[config.mk]
export PLATFORM = sky130hd
export DESIGN_NAME = uft_top
export DESIGN_NICKNAME = d
export VERILOG_FILES = /design/src/uft_pkg.sv /design/src/uft_cfg_if.sv /design/src/uft_frame_ctr.sv /design/src/uft_reg_port.sv /design/src/uft_top.sv
export VERILOG_INCLUDE_DIRS = /design/src
export SDC_FILE = /design/constraint.sdc
export NUM_CORES = 1
export LEC_CHECK = 0
export ABC_AREA = 1
export BUFFER_PORTS_ARGS = -buffer_cell sky130_fd_sc_hd__buf_2
export CORE_MARGIN = 4
export CORE_UTILIZATION = 55
export CTS_BUF_LIST = sky130_fd_sc_hd__clkbuf_8 sky130_fd_sc_hd__clkbuf_16
export CTS_CLUSTER_SIZE = 12
export DETAILED_ROUTE_END_ITERATION = 16
export PLACE_DENSITY = 0.91
export SYNTH_ARGS = -nofsm -noshare
export SYNTH_HDL_FRONTEND = slang
export SYNTH_SLANG_ARGS = --single-unit
[constraint.sdc]
create_clock -name clk -period 1.99 [get_ports clk]
set_input_delay 0 -clock clk [delete_from_list [all_inputs] [get_ports clk]]
set_output_delay 0 -clock clk [all_outputs]
set_load 0.005 [all_outputs]
[src/uft_defs.svh]
// Constants of the USB host frame timer
`ifndef UFT_DEFS_SVH
`define UFT_DEFS_SVH
`define UFT_CMD_RD_REMAIN 8'h0E
`define UFT_CMD_RD_NUMBER 8'h0F
`define UFT_CMD_RD_THRESH 8'h11
`define UFT_CMD_WR_THRESH 8'h91
`define UFT_CMD_RD_LENGTH 8'h0D
`define UFT_CMD_WR_LENGTH 8'h8D
`define UFT_LEN_DEFAULT 14'h2EDF
`define UFT_THR_DEFAULT 11'h628
`define UFT_BIT_TOGGLE 31
`define UFT_CNT_W 14
`define UFT_THR_W 11
`define UFT_NUM_W 16
`define UFT_ZERO_CNT 14'h0000
`define UFT_ONE_CNT 14'h0001
`define UFT_ONE_NUM 16'h0001
`define UFT_ZERO_WORD 32'h0000_0000
`endif

[src/uft_pkg.sv]
// Types shared by the USB host frame timer modules
package uft_pkg;
   typedef logic [13:0] uft_count_t;
   typedef logic [15:0] uft_number_t;
   typedef logic [10:0] uft_thresh_t;
   typedef enum logic [1:0] {
      UFT_IDLE = 2'b00,
      UFT_START = 2'b01,
      UFT_RUN = 2'b10
   } uft_state_t;
endpackage

[src/uft_cfg_if.sv]
// Configuration carried from register port to frame counter
interface uft_cfg_if;
   import uft_pkg::*;
   uft_count_t frame_length;
   logic interval_toggle;
   modport src (output frame_length, output interval_toggle);
   modport dst (input frame_length, input interval_toggle);
endinterface

[src/uft_frame_ctr.sv]
// Frame counter: bit time down counter and frame number
`include "uft_defs.svh"
module uft_frame_ctr
   import uft_pkg::*;
(
   // Clock and reset
   input wire logic clk,
   input wire logic reset,
   // Control
   input wire logic start,
   input wire logic run,
   uft_cfg_if.dst cfg,
   // State
   output uft_count_t bit_time_left,
   output logic remaining_toggle,
   output uft_number_t frame_count,
   output logic sof_pulse
);
   uft_count_t left_reg, left_next;
   logic tog_reg, tog_next;
   uft_number_t num_reg, num_next;
   logic sof_reg, sof_next;

   always_comb begin
      left_next = left_reg;
      tog_next = tog_reg;
      num_next = num_reg;
      sof_next = 1'b0;
      if (start) begin
         left_next = cfg.frame_length;
         num_next = num_reg + `UFT_ONE_NUM;
         sof_next = 1'b1;
      end else if (run) begin
         if (left_reg == `UFT_ZERO_CNT) begin
            left_next = cfg.frame_length;
            tog_next = cfg.interval_toggle;
            num_next = num_reg + `UFT_ONE_NUM;
            sof_next = 1'b1;
         end else begin
            left_next = left_reg - `UFT_ONE_CNT;
         end
      end
   end

   always_ff @(posedge clk) begin
      if (reset) begin
         left_reg <= `UFT_ZERO_CNT;
         tog_reg <= 1'b0;
         num_reg <= '0;
         sof_reg <= 1'b0;
      end else begin
         left_reg <= left_next;
         tog_reg <= tog_next;
         num_reg <= num_next;
         sof_reg <= sof_next;
      end
   end

   assign bit_time_left = left_reg;
   assign remaining_toggle = tog_reg;
   assign frame_count = num_reg;
   assign sof_pulse = sof_reg;
endmodule

[src/uft_reg_port.sv]
// Command-coded register port of the frame timer
`include "uft_defs.svh"
module uft_reg_port
   import uft_pkg::*;
(
   // Clock and reset
   input wire logic clk,
   input wire logic reset,
   input wire logic ctrl_reset,
   // Command
   input wire logic cmd_valid,
   input wire logic [7:0] cmd_code,
   input wire logic [31:0] cmd_wdata,
   // Stored values
   uft_cfg_if.src cfg,
   output uft_thresh_t slow_commit_limit
);
   uft_count_t len_reg, len_next;
   logic fit_reg, fit_next;
   uft_thresh_t thr_reg, thr_next;

   always_comb begin
      len_next = len_reg;
      fit_next = fit_reg;
      thr_next = thr_reg;
      if (ctrl_reset) begin
         len_next = `UFT_LEN_DEFAULT;
      end else if (cmd_valid && cmd_code == `UFT_CMD_WR_LENGTH) begin
         len_next = cmd_wdata[`UFT_CNT_W-1:0];
         fit_next = cmd_wdata[`UFT_BIT_TOGGLE];
      end
      // Only low 11 bits kept, upper bits dropped
      if (cmd_valid && cmd_code == `UFT_CMD_WR_THRESH) begin
         thr_next = cmd_wdata[`UFT_THR_W-1:0];
      end
   end

   always_ff @(posedge clk) begin
      if (reset) begin
         len_reg <= `UFT_LEN_DEFAULT;
         fit_reg <= 1'b0;
         thr_reg <= `UFT_THR_DEFAULT;
      end else begin
         len_reg <= len_next;
         fit_reg <= fit_next;
         thr_reg <= thr_next;
      end
   end

   assign cfg.frame_length = len_reg;
   assign cfg.interval_toggle = fit_reg;
   assign slow_commit_limit = thr_reg;
endmodule

[src/uft_top.sv]
// Top of the USB host frame timer
`include "uft_defs.svh"
module uft_top
   import uft_pkg::*;
(
   // Clock and reset
   clk,
   reset,
   // Controller state
   ctrl_reset,
   running_state,
   // Command port
   cmd_valid,
   cmd_code,
   cmd_wdata,
   rd_data,
   rd_valid,
   // Low-speed commit check
   ls_request,
   ls_grant,
   ls_deny,
   // Frame events
   sof_flag
);
   input wire logic clk;
   input wire logic reset;
   input wire logic ctrl_reset;
   input wire logic running_state;
   input wire logic cmd_valid;
   input wire logic [7:0] cmd_code;
   input wire logic [31:0] cmd_wdata;
   output logic [31:0] rd_data;
   output logic rd_valid;
   input wire logic ls_request;
   output logic ls_grant;
   output logic ls_deny;
   output logic sof_flag;

   // ****************************************
   // State machine and submodules
   // ****************************************
   uft_state_t state_reg, state_next;
   uft_cfg_if cfg_bus ();
   uft_count_t bit_time_left;
   uft_number_t frame_count;
   uft_thresh_t slow_commit_limit;
   logic remaining_toggle;
   logic sof_pulse;

   always_comb begin
      state_next = state_reg;
      unique case (state_reg)
         UFT_IDLE: begin
            if (running_state) begin
               state_next = UFT_START;
            end
         end
         UFT_START: begin
            state_next = running_state ? UFT_RUN : UFT_IDLE;
         end
         UFT_RUN: begin
            if (!running_state) begin
               state_next = UFT_IDLE;
            end
         end
         default: begin
            state_next = UFT_IDLE;
         end
      endcase
   end

   always_ff @(posedge clk) begin
      if (reset || ctrl_reset) begin
         state_reg <= UFT_IDLE;
      end else begin
         state_reg <= state_next;
      end
   end

   uft_reg_port u_regs (
      .clk(clk),
      .reset(reset),
      .ctrl_reset(ctrl_reset),
      .cmd_valid(cmd_valid),
      .cmd_code(cmd_code),
      .cmd_wdata(cmd_wdata),
      .cfg(cfg_bus.src),
      .slow_commit_limit(slow_commit_limit)
   );

   uft_frame_ctr u_ctr (
      .clk(clk),
      .reset(reset),
      .start(state_reg == UFT_START),
      .run(state_reg == UFT_RUN),
      .cfg(cfg_bus.dst),
      .bit_time_left(bit_time_left),
      .remaining_toggle(remaining_toggle),
      .frame_count(frame_count),
      .sof_pulse(sof_pulse)
   );

   // ****************************************
   // Read data and low-speed check
   // ****************************************
   logic [31:0] rd_data_reg, rd_data_next;
   logic rd_valid_reg, rd_valid_next;
   logic grant_reg, grant_next;
   logic deny_reg, deny_next;

   // Unknown codes answer zero with no valid, so other blocks can share the port
   always_comb begin
      rd_data_next = `UFT_ZERO_WORD;
      rd_valid_next = 1'b0;
      if (cmd_valid) begin
         unique case (cmd_code)
            `UFT_CMD_RD_REMAIN: begin
               rd_data_next[`UFT_BIT_TOGGLE] = remaining_toggle;
               rd_data_next[`UFT_CNT_W-1:0] = bit_time_left;
               rd_valid_next = 1'b1;
            end
            `UFT_CMD_RD_NUMBER: begin
               rd_data_next[`UFT_NUM_W-1:0] = frame_count;
               rd_valid_next = 1'b1;
            end
            `UFT_CMD_RD_THRESH: begin
               rd_data_next[`UFT_THR_W-1:0] = slow_commit_limit;
               rd_valid_next = 1'b1;
            end
            `UFT_CMD_RD_LENGTH: begin
               rd_data_next[`UFT_BIT_TOGGLE] = cfg_bus.interval_toggle;
               rd_data_next[`UFT_CNT_W-1:0] = cfg_bus.frame_length;
               rd_valid_next = 1'b1;
            end
            default: begin
               rd_valid_next = 1'b0;
            end
         endcase
      end
      // Threshold zero-extended to counter width for compare
      grant_next = ls_request && (state_reg == UFT_RUN)
         && (bit_time_left >= {3'b000, slow_commit_limit});
      deny_next = ls_request && !grant_next;
   end

   always_ff @(posedge clk) begin
      if (reset) begin
         rd_data_reg <= `UFT_ZERO_WORD;
         rd_valid_reg <= 1'b0;
         grant_reg <= 1'b0;
         deny_reg <= 1'b0;
      end else begin
         rd_data_reg <= rd_data_next;
         rd_valid_reg <= rd_valid_next;
         grant_reg <= grant_next;
         deny_reg <= deny_next;
      end
   end

   assign rd_data = rd_data_reg;
   assign rd_valid = rd_valid_reg;
   assign ls_grant = grant_reg;
   assign ls_deny = deny_reg;
   assign sof_flag = sof_pulse;
endmodule

==> results.md <==
* Outcome: finished clean
* Unrepaired setup endpoints after global routing: false
* I/O pin cnt at slightly above 80
* Global-route usage over all layers at 27.2%
* Largest net degree at the start of global routing at 25
* Post-synth top area share at 36.7%
* Clock transition at path regs at 0.09 ns
* Die H at 97.1 um
* Tmin final at approximately 1.8 ns
* Cell family with most CP delay: buffers and inverters
* Peak per-stage delay on the critical path at 0.44 ns
* Logic pwr share at 22.8%
* Netlist cell types at 35
* Max-cap violation count at 0
* Length in cells of the worst reg-to-reg path at 11
* Critical path data arrival time at 2.02 ns
* Post-DR wirelength/cell at about 15 um
* Core footprint at 7730 um^2
* P_int at around 2.6 mW
* WL met1 at 4910 um
* Hold crit path type: input port to flip-flop
* Met3 routed WL at 1270 um
* Worst Tran Pin Value at 0.673 ns
* CTS Buf Count at 9
* Reg-to-Reg Start: state_reg[1]
* Drt pass-1 iters at 5
* Leakage power at 2.32 nW
* P&R area growth vs syn at 16.0%
* XOR/XNOR Fraction of Synth Area at 1.40%
* CP max stage cell: ha_1
* Period utilization at 88.8%
* Die footprint at approximately 9400 um^2
* Multi-input logic area at approximately 2300 um^2
* Fmax at 566 MHz
* Total Routed Length at 12600 um
* CP Depth at 11
* Setup Skew at between 0.01 and 0.015 ns
* Critical Path RT at 2.24 ns
* WL met2 at approximately 5800 um
* # port buffers at a little under 50
* Sw power at ~1.3 mW
* Vias in the first global route at 4460
* Max FFs per register at 17
* Row cnt at 32
* N_diodes at 0
* Critical setup path kind: flip-flop to flip-flop
* # H-tree levels at 3
* Initial Utilization at 56.5%
* Avg Cell Area, Syn at ~6.8 um^2
* Final GP Congestion at slightly above 0.9
* FF-to-FF setup slack at between 0.2 and 0.25 ns
* Worst setup EP type: flip-flop
* Largest family of logic cells by synthesized area: simple AND/OR/NAND/NOR gates
* Total area of sequential cells at about 1600 um^2
* Hold Path Cell Cnt at 4
* Die span in x at 97.1 um
* Post-DP HPWL at 8980 um
* P per Cell Area at between 700 and 800 nW/um^2
* Via density per instance at 5.55
* CTS root buf: clkbuf_8
* Flop pwr share at 43.6%
* First-pass GRT wire length at 21000 um
* Most Frequent Cell on Critical Path: nand2_1
* Min-delay src: reset
* Final #Nets at about 780
* Clk_lat worst skew at approximately 0.36 ns
* CP Cell Sequence: inv_1 > ha_1 > buf_4 > buf_4 > nand3_1 > nand2_1 > inv_1 > nand2_1 > nand2_1 > nor2_1 > nor2_1
* Fraction of layout cells with a size suffix above 1 at a little over an eighth
* Final antenna-violating net count at 0
* # fillers at 671
* CP bufs+invs at 4
* Final Slew Violations at 0
* Clock buffer depth at 2
* CTS tree: yes
* Sw Ratio at 32.2%
* Setup TNS at 0 ns
* Mux cell area share after synthesis at 0%
* Simple logic cell fraction of the synthesized area at between 20% and 30%
* Remaining DRCs at 0
* CP max FO at 8
* Initial antenna violation count at 0
* Total number of vias at 4564
* CP Launch Type: flip-flop
* Crit path launch: state_reg[1]
* Final hold vios at 0
* Post-synthesis cell count at 645
* # resized after CTS at 0
* Setup-failing EPs final at 0
* Mapped Area at 4370 um^2
* Warnings, synthesis at 0
* Relative slew slack at between 50% and 60%
* Top post-synthesis cells by area: dfxtp_1 37%, nand2_1 11%, nor2_1 7.0%
* Clk network pwr share at 33.5%
* Remaining Overflow, GRT at 0
* Compound-Gate Fraction of Synth Area at 15.9%
* DR top layer: met4
* Post-synth top area cell: dfxtp_1
* Synthesized flop and latch total at 80
* Clk sink count at 80
* Initial drt markers at 424
* Post-Synth Adder-Cell Area at 4.87%
* Register area share after synthesis at between 30 and 40%
* WHS at 0.0263 ns
* Peak VDD IR at ~0.47 mV
-- path summary, 6_finish.rpt --
kind,endpoint
worst min-delay path,rd_data[12]
worst min register to register,u_ctr.remaining_toggle
worst max-delay path,u_ctr.bit_time_left[8]
worst max register to register,u_ctr.bit_time_left[8]
-- metrics by stage --
step	utilization (%)	instances	instance area, um^2	power (mW)	setup slack (ns)
finish	65.6	823	5070	3.91	0.222
floorplan	-	659	4420	2.34	0.472
CTS	65.6	823	5070	3.88	0.259
detailed placement	60.5	789	4670	2.57	0.268
global placement	60.5	789	4670	2.54	0.310
global route	65.6	823	5070	4.10	0.0469
-- layer usage --
metal	GRT usage, %	vias to the layer above
met4	15.0	0
met2	44.4	273
met5	0	-
li1	-	2205
met1	33.7	2032
met3	5.46	54
-- final cells by class --
cell class                      instances  area share (%)
Clock inverter                          7            1.75
Clock buffer                            9            2.45
Inverter                               83            6.20
Multi-Input combinational cell        464            45.4
Tap cell                              102            2.52
Timing Repair Buffer                   78            10.0
Sequential cell                        80            31.6
-- layout by cell type, fill, tap and decap left out, types with 2 or more instances in the layout --
master,synthesis,routed
xor2_1,7,7
o21ai_0,40,40
buf_2,7,49
clkbuf_8,0,9
ha_1,17,17
o22ai_1,16,16
nor2_2,5,5
bufinv_16,0,2
inv_2,2,2
nand2_4,2,2
nor3_1,19,19
clkinv_1,3,3
conb_1,1,15
nand3_1,42,42
nand2_2,2,2
dlygate4sd3_1,0,18
dfxtp_1,80,80
nand2_1,133,133
a21oi_1,56,56
nor2_1,82,82
a21oi_2,5,5
nand4_1,8,8
buf_4,16,11
o211ai_1,5,5
nor2_4,2,2
inv_1,77,79
-- tightest hold or removal path: cells and delay by family --
family	cells	cell delay [ns]
and+or+nand+nor	2	0.18
buffers and inverters	2	0.16
-- cell usage after synthesis --
cell,number
o21bai_1,1
a21oi_1,56
a21oi_2,5
buf_6,2
inv_1,77
clkbuf_1,6
and3_1,1
clkinv_1,3
nand4_1,8
nor2_1,82
conb_1,1
inv_2,2
or2_2,1
buf_1,1
nor2_4,2
nand2_1,133
inv_4,1
buf_4,16
a21o_1,1
nor4_1,1
nand3_1,42
o221ai_1,1
ha_1,17
xor2_1,7
o22ai_1,16
nor2_2,5
nand2_4,2
nor3_1,19
o21ai_2,1
nand2_2,2
o211ai_1,5
o21ai_0,40
nand3b_1,1
buf_2,7
dfxtp_1,80
-- logic make-up (layout without fill, tap and decap cells) --
logic type	count (synthesis)	count (layout)
other	1	15
buffers and inverters	115	177
XOR/XNOR	7	7
flip-flops	80	80
AND/OR/NAND/NOR	299	299
AO/OA/AOI/OAI	126	126
adder cells (fa/ha/maj)	17	17
-- timing repair --
action,in CTS,in global routing
hold endpoints to repair,30,0
setup buffers,0,0
hold buffers,18,0
-- power groups by stage --
| stage | clock, mW | combinational (mW) | sequential, mW |
|---|---|---|---|
| finish | 1.31 | 0.892 | 1.70 |
| global route | 1.40 | 0.995 | 1.71 |
| CTS | 1.31 | 0.870 | 1.70 |
| detailed placement | 0 | 0.829 | 1.74 |
| global placement | 0 | 0.800 | 1.74 |
| floorplan | 0 | 0.624 | 1.72 |
Power figures use the tool's default switching activity.
